`src/bbp_map.svh`:
```
/*
  Register offsets, field positions, reset values, bit patterns and check constants
  of the bit/byte protocol frame controller.
  Assumes it is included by bare name by the package and by the design file.
*/
`ifndef BBP_MAP_SVH
`define BBP_MAP_SVH

// word index, address bits 2:1
`define BBP_IDX_RDS 2'b00
`define BBP_IDX_TDS 2'b01
`define BBP_IDX_PSA 2'b10
`define BBP_IDX_PCR 2'b11

// transmit_data_and_status fields
`define BBP_TX_HOLD 7:0
`define BBP_TX_SOM 8
`define BBP_TX_EOM 9
`define BBP_TX_ABT 10
`define BBP_TX_GA 11

// sync_address_parameters fields
`define BBP_PS_ADDR 7:0
`define BBP_PS_ECM 10:8
`define BBP_PS_FILL 11
`define BBP_PS_SAM 12
`define BBP_PS_STRIP 13
`define BBP_PS_PROTOCOL_SELECT 14
`define BBP_PS_APA 15

// character_length_parameters fields
`define BBP_PCR_RXCL 10:8
`define BBP_PCR_RXCLE 11
`define BBP_PCR_TXCLE 12
`define BBP_PCR_TXCL 15:13

// reset values
`define BBP_RST16 16'h0000
`define BBP_RST8 8'h00
`define BBP_RST3 3'b000

// line patterns, first bit in bit 0
`define BBP_FLAG 8'h7E
`define BBP_ABORT 16'h007F
`define BBP_GOAHEAD 16'h007E
`define BBP_MARK 16'hFFFF
`define BBP_ALL_ONES 8'hFF
`define BBP_FLAG_LEN 5'd8
`define BBP_PAT7_LEN 5'd7
`define BBP_CRC_LEN 5'd16
`define BBP_STUFF_RUN 3'd5
`define BBP_FLAG_RUN 3'd6
`define BBP_DLY_FULL 3'd7

// error control modes
`define BBP_ECM_CCITT1 3'b000
`define BBP_ECM_CCITT0 3'b001
`define BBP_ECM_CRC16 3'b011
`define BBP_ECM_VRC_ODD 3'b100
`define BBP_ECM_VRC_EVEN 3'b101
`define BBP_POLY_CCITT 16'h8408
`define BBP_POLY_CRC16 16'hA001
`define BBP_RESIDUE 16'hF0B8
`define BBP_PRESET1 16'hFFFF
`define BBP_PRESET0 16'h0000
`define BBP_PROTOCOL_SELECT_BOP 1'b0

`endif

```
`src/bbp_pkg.sv`:
```
/*
  Types of the bit/byte protocol frame controller: host bus and line carriers,
  state encodings and the transmit character descriptor.
  Assumes bbp_map.svh is on the include path.
*/
`include "bbp_map.svh"
package bbp_pkg;
  typedef struct packed {
    logic chipEn;
    logic [2:0] addr;
    logic byteSel;
    logic writeNotRead;
    logic [15:0] data;
  } bbp_bus_t;

  typedef struct packed {
    logic dataStrobe;
    logic txBitClock;
    logic rxBitClock;
    logic serialIn;
    logic txEnable;
    logic rxEnable;
  } bbp_line_t;

  typedef enum logic [2:0] {
    TX_IDLE = 3'b000,
    TX_OPEN = 3'b001,
    TX_DATA = 3'b010,
    TX_CLOSE = 3'b011,
    TX_MARK = 3'b100
  } bbp_tx_state_t;

  typedef enum logic [1:0] {
    RX_HUNT = 2'b00,
    RX_ADDR = 2'b01,
    RX_FRAME = 2'b10,
    RX_DROP = 2'b11
  } bbp_rx_state_t;

  typedef struct packed {
    logic [15:0] bits;
    logic [4:0] len;
    logic stuff;
    logic crcOn;
    logic crcInit;
    logic takeHold;
    logic underrun;
  } bbp_tx_char_t;
endpackage : bbp_pkg
```
`src/bbp_frame_ctrl.sv`:
```
/*
  Receive FIFO and top module of the bit/byte protocol frame controller.
  Assumes the host bus and line pins are asynchronous to mclk and slower than a
  few mclk periods per edge; bit clocks are sampled and edge-detected on mclk.
*/
// Overview of operation
// - all-parties bit also accepts an all-ones address field in bit mode
// - protocol bit 0 selects bit-oriented, 1 byte-oriented framing
// - a message starts only when start is set with transmit enable high
// - bit mode sends flags while start is set, then data with check
// - byte mode start sends sync byte or holding byte by fill select
// - bit mode end sends check then flags, or abort or go-ahead instead
// - byte mode end sends CRC-16 then sync or holding byte by fill select
// - end cleared before CRC-16 done holds line at mark after CRC
// - abort sends seven ones or flags; go-ahead replaces the closing flag
// - late holding reload sets the error bit and underrun; start clears it
// - underrun fill: abort or flag in bit mode, sync or mark in byte mode
// - underrun output rises on falling bit edge, drops on edge after start
// - with end cleared and enable high, empty holding gives underrun
// - receive holding byte presents each character, parity bit removed
// - receive start sets on accepted address, drives active, lasts one char
// - receive end sets on closing flag or abort; clears on status read
// - abort/go-ahead flag on seven received ones in bit mode; a received abort gives no data
// - overrun sets when no room for a character; character is lost
// - assembled count gives residual bits, right-justified, zero on boundary
// - CCITT error bit in bit mode is remainder unequal to F0B8 or zero per preset
// - CRC-16 error bit is one for zero remainder in byte mode, nonzero in bit mode; parity one on error
// - fill select chooses abort or flag as bit mode fill and abort
// - a write to either transmit byte clears buffer-empty
// - strobe trailing edge of low read clears data available, of high status read status available
`timescale 1ns/1ns
`include "bbp_map.svh"

module bbp_fifo #(
  parameter int WIDTH = 8,
  parameter int DEPTH = 16
) (
  input wire logic mclk,
  input wire logic rst,
  input wire logic clkEn,
  input wire logic [WIDTH-1:0] inData,
  input wire logic inValid,
  output logic inReady,
  output logic [WIDTH-1:0] outData,
  output logic outValid,
  input wire logic outReady
);
  localparam int AW = $clog2(DEPTH);
  logic [WIDTH-1:0] mem [DEPTH];
  logic [AW-1:0] wrPtr_r;
  logic [AW-1:0] rdPtr_r;
  logic [AW:0] count_r;
  logic push;
  logic pop;

  if (DEPTH < 2 || (DEPTH & (DEPTH - 1)) != 0) begin : gBadDepth
    $error("fifo depth must be a power of two of at least 2");
  end

  assign inReady = (count_r != (AW+1)'(DEPTH));
  assign outValid = (count_r != '0);
  assign outData = mem[rdPtr_r];
  assign push = inValid && inReady;
  assign pop = outValid && outReady;

  always_ff @(posedge mclk) begin
    if (clkEn && push) begin
      mem[wrPtr_r] <= inData;
    end
  end

  always_ff @(posedge mclk) begin
    if (rst) begin
      wrPtr_r <= '0;
      rdPtr_r <= '0;
      count_r <= '0;
    end else if (clkEn) begin
      if (push) wrPtr_r <= wrPtr_r + 1'b1;
      if (pop) rdPtr_r <= rdPtr_r + 1'b1;
      if (push && !pop) count_r <= count_r + 1'b1;
      else if (pop && !push) count_r <= count_r - 1'b1;
    end
  end
endmodule : bbp_fifo

module bbp_frame_ctrl #(
  parameter int RX_DEPTH = 16
) (
  input wire logic mclk,
  input wire logic rst,
  input wire logic clkEn,
  input wire bbp_pkg::bbp_bus_t hostBus,
  input wire bbp_pkg::bbp_line_t lineIn,
  output logic [15:0] busDataOut,
  output logic busDataOe,
  output logic serialOutput,
  output logic txBufferEmpty,
  output logic txUnderrunOutput,
  output logic rxDataAvail,
  output logic rxStatusAvail,
  output logic receiverActive
);
  import bbp_pkg::*;

  function automatic logic [15:0] crcStep(input logic [15:0] c, input logic b,
                                          input logic [15:0] poly);
    crcStep = (c[0] ^ b) ? ((c >> 1) ^ poly) : (c >> 1);
  endfunction : crcStep

  function automatic logic [4:0] lenOf(input logic [2:0] code);
    lenOf = (code == 3'b000) ? 5'd8 : {2'b00, code};
  endfunction : lenOf

  // synchronisers and edges
  logic [$bits(bbp_bus_t)+$bits(bbp_line_t)-1:0] syncA_r, syncB_r;
  bbp_bus_t bus;
  bbp_line_t ln, lnD_r;
  assign {bus, ln} = syncB_r;

  always_ff @(posedge mclk) begin
    if (rst) begin
      syncA_r <= '0;
      syncB_r <= '0;
      lnD_r <= '0;
    end else if (clkEn) begin
      syncA_r <= {hostBus, lineIn};
      syncB_r <= syncA_r;
      lnD_r <= ln;
    end
  end

  logic strobeRise, strobeFall, txFall, rxRise;
  assign strobeRise = ln.dataStrobe && !lnD_r.dataStrobe;
  assign strobeFall = !ln.dataStrobe && lnD_r.dataStrobe;
  assign txFall = !ln.txBitClock && lnD_r.txBitClock;
  assign rxRise = ln.rxBitClock && !lnD_r.rxBitClock;

  // registers
  logic [15:0] psa_r;
  logic [7:0] txHold_r, rxHold_r;
  logic txSom_r, txEom_r, txAbt_r, txGa_r, txErr_r;
  logic [2:0] rxCl_r, txCl_r, abc_r;
  logic rxSom_r, rxEom_r, rxAbGa_r, rxOvr_r, rxErr_r;
  logic rdLo_r, rdHi_r;

  logic bit_oriented_protocol, fill, crcMode, vrcMode;
  logic [15:0] preset, poly;
  assign bit_oriented_protocol = (psa_r[`BBP_PS_PROTOCOL_SELECT] == `BBP_PROTOCOL_SELECT_BOP);
  assign fill = psa_r[`BBP_PS_FILL];
  assign crcMode = psa_r[`BBP_PS_ECM] == `BBP_ECM_CCITT1 || psa_r[`BBP_PS_ECM] == `BBP_ECM_CCITT0
                   || psa_r[`BBP_PS_ECM] == `BBP_ECM_CRC16;
  assign vrcMode = psa_r[`BBP_PS_ECM] == `BBP_ECM_VRC_ODD
                   || psa_r[`BBP_PS_ECM] == `BBP_ECM_VRC_EVEN;
  assign preset = (psa_r[`BBP_PS_ECM] == `BBP_ECM_CCITT1) ? `BBP_PRESET1 : `BBP_PRESET0;
  assign poly = (psa_r[`BBP_PS_ECM] == `BBP_ECM_CRC16) ? `BBP_POLY_CRC16 : `BBP_POLY_CCITT;

  logic [1:0] idx;
  logic hiSel, loSel, wrEvt, rdEvt;
  assign idx = bus.addr[2:1];
  assign hiSel = !bus.byteSel || bus.addr[0];
  assign loSel = !bus.byteSel || !bus.addr[0];
  assign wrEvt = strobeRise && bus.chipEn && bus.writeNotRead;
  assign rdEvt = strobeRise && bus.chipEn && !bus.writeNotRead;

  logic [15:0] rdWord;
  always_comb begin
    unique case (idx)
      `BBP_IDX_RDS: rdWord = {rxErr_r, abc_r, rxOvr_r, rxAbGa_r, rxEom_r, rxSom_r, rxHold_r};
      `BBP_IDX_TDS: rdWord = {txErr_r, 3'b000, txGa_r, txAbt_r, txEom_r, txSom_r, txHold_r};
      `BBP_IDX_PSA: rdWord = psa_r;
      `BBP_IDX_PCR: rdWord = {txCl_r, 2'b00, rxCl_r, `BBP_RST8};
    endcase
  end

  // host read: capture at leading edge, drive until trailing edge
  always_ff @(posedge mclk) begin
    if (rst) begin
      busDataOut <= `BBP_RST16;
      busDataOe <= 1'b0;
      rdLo_r <= 1'b0;
      rdHi_r <= 1'b0;
    end else if (clkEn) begin
      if (rdEvt) begin
        busDataOe <= 1'b1;
        rdLo_r <= (idx == `BBP_IDX_RDS) && loSel;
        rdHi_r <= (idx == `BBP_IDX_RDS) && hiSel;
        if (!bus.byteSel) busDataOut <= rdWord;
        else if (bus.addr[0]) busDataOut <= {rdWord[15:8], rdWord[15:8]};
        else busDataOut <= {rdWord[7:0], rdWord[7:0]};
      end else if (strobeFall) begin
        busDataOe <= 1'b0;
        rdLo_r <= 1'b0;
        rdHi_r <= 1'b0;
      end
    end
  end

  logic hiDone, loDone;
  assign hiDone = strobeFall && rdHi_r;
  assign loDone = strobeFall && rdLo_r;

  // transmitter character choice at each boundary
  bbp_tx_state_t txState_r, txStateNxt;
  bbp_tx_char_t txSel, closeChar, abortFill, syncFill;
  logic [15:0] txCrc_r, txSh_r;
  logic [4:0] txLeft_r;
  logic [2:0] txOnes_r;
  logic txStuff_r, txCrcOn_r, tx_buffer_empty_r, goData, txBit, stuffNow;
  logic [4:0] txLen;
  assign txLen = lenOf(txCl_r);

  always_comb begin
    abortFill = '0;
    abortFill.bits = fill ? {8'h00, `BBP_FLAG} : `BBP_ABORT;
    abortFill.len = fill ? `BBP_FLAG_LEN : `BBP_PAT7_LEN;
    syncFill = '0;
    syncFill.bits = {8'h00, fill ? txHold_r : psa_r[`BBP_PS_ADDR]};
    syncFill.len = txLen;
    syncFill.takeHold = fill;
    closeChar = '0;
    if (bit_oriented_protocol) begin
      closeChar.bits = {8'h00, `BBP_FLAG};
      closeChar.len = `BBP_FLAG_LEN;
      if (txGa_r) begin
        closeChar.bits = `BBP_GOAHEAD;
        closeChar.len = `BBP_PAT7_LEN;
      end else if (txAbt_r) begin
        closeChar = abortFill;
      end
    end else begin
      closeChar = syncFill;
    end
  end

  always_comb begin
    txSel = '0;
    txSel.bits = `BBP_MARK;
    txSel.len = 5'd1;
    txStateNxt = txState_r;
    goData = 1'b0;
    unique case (txState_r)
      TX_IDLE: if (ln.txEnable && txSom_r) txStateNxt = TX_OPEN;
      TX_OPEN, TX_DATA: begin
        if (!txSom_r) goData = 1'b1;
        else if (bit_oriented_protocol) begin
          txSel.bits = {8'h00, `BBP_FLAG};
          txSel.len = `BBP_FLAG_LEN;
        end else txSel = syncFill;
        if (txSom_r) txStateNxt = TX_OPEN;
      end
      TX_CLOSE: begin
        if (txEom_r) txSel = closeChar;
        else if (bit_oriented_protocol) txStateNxt = TX_OPEN;
        else txStateNxt = TX_MARK;
      end
      TX_MARK: txStateNxt = TX_MARK;
      default: txStateNxt = TX_IDLE;
    endcase
    if (goData) begin
      txStateNxt = TX_DATA;
      if (bit_oriented_protocol && txAbt_r) begin
        txSel = abortFill;
        txStateNxt = TX_OPEN;
      end else if (!tx_buffer_empty_r) begin
        txSel.bits = {8'h00, txHold_r};
        txSel.len = txLen;
        txSel.stuff = bit_oriented_protocol;
        txSel.crcOn = crcMode;
        txSel.takeHold = 1'b1;
        txSel.crcInit = (txState_r == TX_OPEN);
      end else if (txEom_r) begin
        txStateNxt = TX_CLOSE;
        if (crcMode) begin
          txSel.bits = (preset == `BBP_PRESET1) ? ~txCrc_r : txCrc_r;
          txSel.len = `BBP_CRC_LEN;
          txSel.stuff = bit_oriented_protocol;
        end else txSel = closeChar;
      end else begin
        txSel = bit_oriented_protocol ? abortFill : syncFill;
        if (!bit_oriented_protocol && fill) begin
          txSel.bits = `BBP_MARK;
          txSel.takeHold = 1'b0;
        end
        txSel.underrun = 1'b1;
      end
    end
    if (!ln.txEnable) begin
      txSel = '0;
      txSel.bits = `BBP_MARK;
      txSel.len = 5'd1;
      txStateNxt = TX_IDLE;
    end
  end

  assign stuffNow = txStuff_r && (txOnes_r == `BBP_STUFF_RUN);
  assign txBit = stuffNow ? 1'b0 : ((txLeft_r == '0) ? txSel.bits[0] : txSh_r[0]);

  always_ff @(posedge mclk) begin
    if (rst) begin
      txState_r <= TX_IDLE;
      txSh_r <= `BBP_MARK;
      txLeft_r <= '0;
      txOnes_r <= '0;
      txStuff_r <= 1'b0;
      txCrcOn_r <= 1'b0;
      txCrc_r <= `BBP_PRESET0;
      serialOutput <= 1'b1;
      txUnderrunOutput <= 1'b0;
    end else if (clkEn && txFall) begin
      serialOutput <= txBit;
      txOnes_r <= (txBit && txStuff_r) ? txOnes_r + 1'b1 : '0;
      if (!stuffNow && txLeft_r == '0) begin
        txState_r <= txStateNxt;
        txSh_r <= txSel.bits >> 1;
        txLeft_r <= txSel.len - 1'b1;
        txStuff_r <= txSel.stuff;
        txCrcOn_r <= txSel.crcOn;
        if (txSel.crcOn) txCrc_r <= crcStep(txSel.crcInit ? preset : txCrc_r, txBit, poly);
        if (txSel.underrun) txUnderrunOutput <= 1'b1;
        else if (txSom_r) txUnderrunOutput <= 1'b0;
      end else begin
        if (!stuffNow) begin
          txSh_r <= txSh_r >> 1;
          txLeft_r <= txLeft_r - 1'b1;
          if (txCrcOn_r) txCrc_r <= crcStep(txCrc_r, txBit, poly);
        end
        if (txSom_r) txUnderrunOutput <= 1'b0;
      end
    end
  end

  logic txLoadTake, txLoadUnder;
  assign txLoadTake = txFall && !stuffNow && txLeft_r == '0 && txSel.takeHold;
  assign txLoadUnder = txFall && !stuffNow && txLeft_r == '0 && txSel.underrun;

  // host writes, transmit flags
  always_ff @(posedge mclk) begin
    if (rst) begin
      psa_r <= `BBP_RST16;
      txHold_r <= `BBP_RST8;
      {txSom_r, txEom_r, txAbt_r, txGa_r} <= 4'b0000;
      rxCl_r <= `BBP_RST3;
      txCl_r <= `BBP_RST3;
      txErr_r <= 1'b0;
      tx_buffer_empty_r <= 1'b1;
    end else if (clkEn) begin
      if (txLoadTake) tx_buffer_empty_r <= 1'b1;
      if (txLoadUnder) txErr_r <= 1'b1;
      else if (wrEvt && idx == `BBP_IDX_TDS && hiSel && bus.data[`BBP_TX_SOM]) txErr_r <= 1'b0;
      if (wrEvt) begin
        unique case (idx)
          `BBP_IDX_RDS: ;
          `BBP_IDX_TDS: begin
            tx_buffer_empty_r <= 1'b0;
            if (loSel) txHold_r <= bus.data[`BBP_TX_HOLD];
            if (hiSel) begin
              txSom_r <= bus.data[`BBP_TX_SOM];
              txEom_r <= bus.data[`BBP_TX_EOM];
              txAbt_r <= bus.data[`BBP_TX_ABT];
              txGa_r <= bus.data[`BBP_TX_GA];
            end
          end
          `BBP_IDX_PSA: begin
            if (loSel) psa_r[7:0] <= bus.data[7:0];
            if (hiSel) psa_r[15:8] <= bus.data[15:8];
          end
          `BBP_IDX_PCR: if (hiSel) begin
            if (!bus.data[`BBP_PCR_RXCLE]) rxCl_r <= bus.data[`BBP_PCR_RXCL];
            if (!bus.data[`BBP_PCR_TXCLE]) txCl_r <= bus.data[`BBP_PCR_TXCL];
          end
        endcase
      end
    end
  end
  assign txBufferEmpty = tx_buffer_empty_r;

  // receiver bit decode
  bbp_rx_state_t rxState_r;
  logic [2:0] rxOnes_r, dlyCnt_r, asmCnt_r;
  logic [6:0] dly_r;
  logic [7:0] asm_r, asmNew, charVal, pushData_r;
  logic [15:0] rxCrc_r, crcNew;
  logic [4:0] rxLen;
  logic rb, abEvt, flagEvt, asmValid, asmBit, charDone, addrOk, parityBad, strip_r;
  logic pushValid_r, fifoReady, fifoValid;
  logic [7:0] fifoData;

  assign rxLen = lenOf(rxCl_r);
  assign rb = ln.serialIn;
  assign abEvt = bit_oriented_protocol && rb && rxOnes_r == `BBP_FLAG_RUN;
  assign flagEvt = bit_oriented_protocol && !rb && rxOnes_r == `BBP_FLAG_RUN;
  assign asmBit = bit_oriented_protocol ? dly_r[0] : rb;
  assign asmValid = bit_oriented_protocol ? (!abEvt && !flagEvt && !(!rb && rxOnes_r == `BBP_STUFF_RUN)
                           && dlyCnt_r == `BBP_DLY_FULL) : 1'b1;
  assign asmNew = {asmBit, asm_r[7:1]};
  assign charDone = asmValid && ({2'b00, asmCnt_r} + 5'd1 == rxLen);
  assign charVal = asmNew >> (5'd8 - rxLen);
  assign crcNew = crcStep(rxCrc_r, asmBit, poly);
  assign addrOk = !psa_r[`BBP_PS_SAM] || charVal == psa_r[`BBP_PS_ADDR]
                  || (psa_r[`BBP_PS_APA] && charVal == `BBP_ALL_ONES);
  assign parityBad = (^charVal) == (psa_r[`BBP_PS_ECM] == `BBP_ECM_VRC_EVEN);

  always_ff @(posedge mclk) begin
    if (rst || (clkEn && !ln.rxEnable)) begin
      rxState_r <= RX_HUNT;
      {rxOnes_r, dlyCnt_r, asmCnt_r} <= '0;
      dly_r <= '0;
      asm_r <= `BBP_RST8;
      rxCrc_r <= `BBP_PRESET0;
      strip_r <= 1'b0;
      pushValid_r <= 1'b0;
      pushData_r <= `BBP_RST8;
      {rxSom_r, rxEom_r, rxAbGa_r, rxOvr_r, rxErr_r} <= '0;
      abc_r <= `BBP_RST3;
      rxStatusAvail <= 1'b0;
      receiverActive <= 1'b0;
    end else if (clkEn) begin
      pushValid_r <= 1'b0;
      if (hiDone) begin
        {rxEom_r, rxAbGa_r, rxOvr_r} <= 3'b000;
        abc_r <= `BBP_RST3;
        rxStatusAvail <= 1'b0;
      end
      if (pushValid_r && !fifoReady) begin
        rxOvr_r <= 1'b1;
        rxStatusAvail <= 1'b1;
      end
      if (rxRise) begin
        rxOnes_r <= (bit_oriented_protocol && rb) ? ((rxOnes_r == `BBP_DLY_FULL) ? rxOnes_r : rxOnes_r + 1'b1)
                                : '0;
        if (bit_oriented_protocol && (rb || rxOnes_r != `BBP_STUFF_RUN)) begin
          dly_r <= {rb, dly_r[6:1]};
          if (dlyCnt_r != `BBP_DLY_FULL) dlyCnt_r <= dlyCnt_r + 1'b1;
        end
        if (asmValid) begin
          asm_r <= asmNew;
          asmCnt_r <= charDone ? '0 : asmCnt_r + 1'b1;
          if (rxState_r != RX_HUNT) rxCrc_r <= crcNew;
        end
        if (charDone && rxSom_r) rxSom_r <= 1'b0;
        if (flagEvt || abEvt) begin
          {dlyCnt_r, asmCnt_r} <= '0;
          rxCrc_r <= preset;
          rxState_r <= abEvt ? RX_HUNT : RX_ADDR;
          receiverActive <= 1'b0;
          if (rxState_r == RX_FRAME || abEvt) begin
            rxEom_r <= 1'b1;
            rxStatusAvail <= 1'b1;
          end
          if (abEvt) rxAbGa_r <= 1'b1;
          else if (rxState_r == RX_FRAME) begin
            abc_r <= asmCnt_r;
            if (crcMode) rxErr_r <= rxCrc_r
                                    != ((preset == `BBP_PRESET1) ? `BBP_RESIDUE : `BBP_PRESET0);
            if (asmCnt_r != '0) begin
              pushData_r <= asm_r >> (4'd8 - {1'b0, asmCnt_r});
              pushValid_r <= 1'b1;
            end
          end
        end else if (!bit_oriented_protocol && rxState_r == RX_HUNT) begin
          if (charVal == (psa_r[`BBP_PS_ADDR] & (`BBP_ALL_ONES >> (5'd8 - rxLen)))) begin
            rxState_r <= RX_FRAME;
            asmCnt_r <= '0;
            rxCrc_r <= preset;
            strip_r <= 1'b1;
          end
        end else if (charDone) begin
          unique case (rxState_r)
            RX_HUNT, RX_DROP: ;
            RX_ADDR: begin
              rxState_r <= addrOk ? RX_FRAME : RX_DROP;
              if (addrOk) begin
                rxSom_r <= 1'b1;
                receiverActive <= 1'b1;
                pushData_r <= charVal;
                pushValid_r <= 1'b1;
              end
            end
            RX_FRAME: begin
              if (!(strip_r && psa_r[`BBP_PS_STRIP] && !bit_oriented_protocol
                    && charVal == psa_r[`BBP_PS_ADDR])) begin
                strip_r <= 1'b0;
                pushValid_r <= 1'b1;
                pushData_r <= vrcMode ? (charVal & (`BBP_ALL_ONES >> (5'd9 - rxLen)))
                                      : charVal;
                if (vrcMode && parityBad) begin
                  rxErr_r <= 1'b1;
                  rxStatusAvail <= 1'b1;
                end
                if (!bit_oriented_protocol && psa_r[`BBP_PS_ECM] == `BBP_ECM_CRC16) rxErr_r <= crcNew == '0;
              end
            end
          endcase
        end
      end
    end
  end

  bbp_fifo #(.WIDTH(8), .DEPTH(RX_DEPTH)) rxFifo (
    .mclk(mclk),
    .rst(rst || (clkEn && !ln.rxEnable)),
    .clkEn(clkEn),
    .inData(pushData_r),
    .inValid(pushValid_r),
    .inReady(fifoReady),
    .outData(fifoData),
    .outValid(fifoValid),
    .outReady(!rxDataAvail)
  );

  // receive holding byte
  always_ff @(posedge mclk) begin
    if (rst) begin
      rxHold_r <= `BBP_RST8;
      rxDataAvail <= 1'b0;
    end else if (clkEn) begin
      if (fifoValid && !rxDataAvail) begin
        rxHold_r <= fifoData;
        rxDataAvail <= 1'b1;
      end else if (loDone) rxDataAvail <= 1'b0;
    end
  end
endmodule : bbp_frame_ctrl

```
`config.mk`:
```
export PLATFORM = sky130hd
export DESIGN_NAME = bbp_frame_ctrl
export DESIGN_NICKNAME = d
export VERILOG_FILES = /design/src/bbp_pkg.sv /design/src/bbp_frame_ctrl.sv
export VERILOG_INCLUDE_DIRS = /design/src /design/src/src
export SDC_FILE = /design/constraint.sdc
export NUM_CORES = 1
export LEC_CHECK = 0
export BUFFER_PORTS_ARGS = -buffer_cell sky130_fd_sc_hd__clkbuf_2
export CORE_UTILIZATION = 50
export DETAILED_ROUTE_END_ITERATION = 16
export GPL_ROUTABILITY_DRIVEN = 1
export PLACE_DENSITY = 0.68
export RECOVER_POWER = 25
export SYNTH_ARGS = -nofsm -noshare
export SYNTH_HDL_FRONTEND = slang
export SYNTH_SLANG_ARGS = --single-unit
```
`constraint.sdc`:
```
create_clock -name mclk -period 5.17 [get_ports mclk]
set_input_delay 0.517 -clock mclk [delete_from_list [all_inputs] [get_ports mclk]]
set_output_delay 0.517 -clock mclk [all_outputs]
set_load 0.1 [all_outputs]
```
==> impl_metrics.env <==
export IMPL_placedInstanceArea_um2=18900
export IMPL_grt_pass1_vias=13500
export IMPL_drt_vias_per_instance=6.12
export IMPL_post_place_ws_ps=620
export IMPL_antenna_violation_net_count_after_detailed_routing=0
export IMPL_layout_drive_gt1_share_pct=12.7
export IMPL_fin_util_pct=56.6
export IMPL_relSlewSlack_pct=19.7
export IMPL_syn_nets=1908
export IMPL_worstMarginPinSlew_ps=1200
export IMPL_post_synth_edffs=128
export IMPL_final_max_slew_viol_count=0
export IMPL_timing_critical_path_slowest_cell_delay_ps=450
export IMPL_max_clock_path_buffers=3
export IMPL_core_area_um2=35800
export IMPL_clkTransAtPathRegs_ps=60
export IMPL_worst_setup_path_type="reg2reg"
export IMPL_cts_repair_resize_count=0
export IMPL_final_hold_vio_count=0
export IMPL_final_setup_worst_slack_ps=559
export IMPL_dieWidth_um=194
export IMPL_clock_skew_ps=27.3
export IMPL_grt_setup_unrepaired="false"
export IMPL_die_height_um=194
export IMPL_finalSetupViolations=0
export IMPL_finalInstanceArea_um2=20300
export IMPL_syn_inst=1843
export IMPL_status="finished, final reports clean"
export IMPL_ys_ff_latch=373
export IMPL_netlist_area_um2=18400
export IMPL_synth_cell_type_count=97
export IMPL_gr_usage_all_layers_pct=26.2
export IMPL_ff2ff_path_depth=18
export IMPL_postRouteWirelength_um=49100
export IMPL_grt_start_max_net_pins=93
export IMPL_cp_cell_sequence="inv_1, ha_1, nor2b_2, nor2_1, inv_1, ha_1, nor2b_1, a21oi_2, nand2_1, o22a_2, inv_1, ha_1, xnor2_1, xnor2_1, xnor3_1, o31a_1, or4_1, a21oi_1"
export IMPL_grt_pass1_wl_um=77100
export IMPL_post_cts_repair_setup_buffers=0
export IMPL_start_util_pct=51.3
export IMPL_average_routed_wire_per_standard_cell_um=21.1
export IMPL_tritoncts_num_buffers=41
export IMPL_worst_setup_ep_type="flop"
export IMPL_postSynth_topFlopCell="sky130_fd_sc_hd__dfxtp_1"
export IMPL_boundaryPins=54
export IMPL_ys_warn_count=0
export IMPL_via_count=14300
export IMPL_ys_async_sr_fraction_pct=0
export IMPL_source_to_sink_clock_delay_at_the_later_pin_of_the_worst_skew_pair_ps=580
export IMPL_synth_top_cells_by_area="sky130_fd_sc_hd__dfxtp_1 27%, sky130_fd_sc_hd__edfxtp_1 21%, sky130_fd_sc_hd__mux2i_1 7.0%"
export IMPL_slowest_stage="sky130_fd_sc_hd__dfxtp_1"
export IMPL_synth_commonest_cells="245 x sky130_fd_sc_hd__dfxtp_1, 231 x sky130_fd_sc_hd__nor2_1, 186 x sky130_fd_sc_hd__nand2_1"
export IMPL_finish_net_count=1901
export IMPL_crit_fanout=12
export IMPL_fmaxAchievable_mhz=217
export IMPL_leakage_nw=7.67
export IMPL_route_detailed_drc=0
export IMPL_total_power_mw=6.17
export IMPL_min_period_ps=4610
export IMPL_detail_route_iter0_violations=1241
export IMPL_setup_worst_path_start_class="flop"
export IMPL_cts_root_buffer_cell="sky130_fd_sc_hd__clkbuf_16"
export IMPL_first_pass_iters=6
export IMPL_synth_top_area_share_pct=26.7
export IMPL_fillers=3094
export IMPL_syn_area_per_cell_um2=9.97
export IMPL_routabilityCongestion=0.944
export IMPL_synth_sequential_area_ratio_pct=47.6
export IMPL_ir_drop_worst_case_vdd_mv=0.271
export IMPL_grt_antenna_before_repair=0
export IMPL_insertedDiodeCount=0
export IMPL_dp_final_hpwl_um=34100
export IMPL_fp_dieArea_um2=37500
export IMPL_hold_path_class="in2reg"
export IMPL_row_count=69
export IMPL_growth_of_design_area_from_synthesis_to_finish_pct=10.4
export IMPL_power_per_cell_area_nw_per_um2=304
export IMPL_globalRouteOverflowTotal=0
export IMPL_tritoncts_sink_count=373
export IMPL_cp_required_ps=5670
export IMPL_post_cts_hold_buffer_count=0
export IMPL_tns_ps=0
export IMPL_synth_largest_area_cell="sky130_fd_sc_hd__dfxtp_1"
export IMPL_synthMostInstantiatedCell="sky130_fd_sc_hd__dfxtp_1"
export IMPL_worst_ep_arrival_time_ps=5110
export IMPL_htreeDepth=2
export IMPL_max_cap_violations=0
export IMPL_port_buffers=53
export IMPL_final_period_utilization_pct=89.2
export IMPL_worstHoldPathCells=3
export IMPL_cts_tree="done"
[final cells by class]
type | instances | area [µm²] | share of cell area [%]
repair buffers | 81 | 480 | 2.37
flip-flops and latches | 373 | 8750 | 43.1
multi-input cells | 1304 | 8960 | 44.2
inverters | 35 | 131 | 0.648
clock inverters | 17 | 216 | 1.07
well taps | 461 | 577 | 2.84
clock buffers | 57 | 1170 | 5.75
[cell usage in the layout, fill, tap and decap left out, types with 24 or more instances in the layout]
cell / Yosys / layout
sky130_fd_sc_hd__nand3_1: 37 / 37
sky130_fd_sc_hd__clkbuf_2: 0 / 51
sky130_fd_sc_hd__nor2b_1: 24 / 24
sky130_fd_sc_hd__xnor2_1: 25 / 25
sky130_fd_sc_hd__a211oi_1: 33 / 33
sky130_fd_sc_hd__mux2i_1: 128 / 128
sky130_fd_sc_hd__mux4_2: 44 / 44
sky130_fd_sc_hd__o21ai_0: 72 / 72
sky130_fd_sc_hd__nor2_1: 231 / 231
sky130_fd_sc_hd__nand2_1: 186 / 186
sky130_fd_sc_hd__ha_1: 33 / 33
sky130_fd_sc_hd__a21oi_1: 117 / 115
sky130_fd_sc_hd__inv_1: 33 / 33
sky130_fd_sc_hd__buf_4: 1 / 30
sky130_fd_sc_hd__dfxtp_1: 245 / 244
sky130_fd_sc_hd__clkbuf_16: 0 / 42
sky130_fd_sc_hd__edfxtp_1: 128 / 128
sky130_fd_sc_hd__nor3_1: 33 / 32
[worst max-delay path, delay by kind of cell, from the launching register on]
kind                     cells  cell delay (ps)
AO/OA/AOI/OAI                4             1160
XOR/XNOR                     3              590
adder cells (fa/ha/maj)      3              690
buffers and inverters        3              290
flip-flops                   1              450
AND/OR/NAND/NOR              5             1370
[flip-flops by register name, indices dropped and copies added (netlist names), 16 cells and up, named ones only]
| register | flops |
|---|---|
| txSh_r | 16 |
| syncB_r | 28 |
| rxCrc_r | 16 |
| psa_r | 16 |
| txCrc_r | 16 |
| busDataOut | 16 |
| rxFifo.mem | 128 |
| syncA_r | 28 |
[final timing paths]
check                          start                      end  slack, ps
max reg2reg   rxCl_r[1]$_SDFFE_PP0P_     rxErr_r$_SDFFE_PP0P_        560
min reg2reg  txSh_r[15]$_SDFFE_PP1P_  txSh_r[15]$_SDFFE_PP1P_        450
max           rxCl_r[1]$_SDFFE_PP0P_     rxErr_r$_SDFFE_PP0P_        560
min                        lineIn[0]  syncA_r[0]$_SDFFE_PP0P_        190
[per-stage QoR]
stage	cells	hold slack (ps)
floorplan	1843	427
global placement	2254	437
detailed placement	2254	440
CTS	2328	173
global route	2328	197
finish	2328	185
[power breakdown]
part	total, mW	internal, mW	switching, mW
clock network	2.97	1.75	1.22
registers	3.06	3.04	0.0213
logic	0.137	0.0477	0.0889
[routing by layer]
| layer | share of wire (%) | global-route usage, % | routed length [µm] |
|---|---|---|---|
| met1 | 45 | 36.8 | 21900 |
| met2 | 46 | 41.7 | 22500 |
| met3 | 6.7 | 3.39 | 3280 |
| met4 | 3.0 | 9.16 | 1460 |
| met5 | 0 | 0 | 0 |
[kinds of logic after synthesis]
group | count (synthesis) | share of synthesized area, %
xor+xnor | 37 | 1.84
mux | 177 | 12.7
compound gates | 438 | 16.4
fa+ha+maj | 34 | 2.36
flops | 373 | 47.6
buf+inv | 166 | 3.68
simple gates | 618 | 15.4
Power figures use the tool's default switching activity.
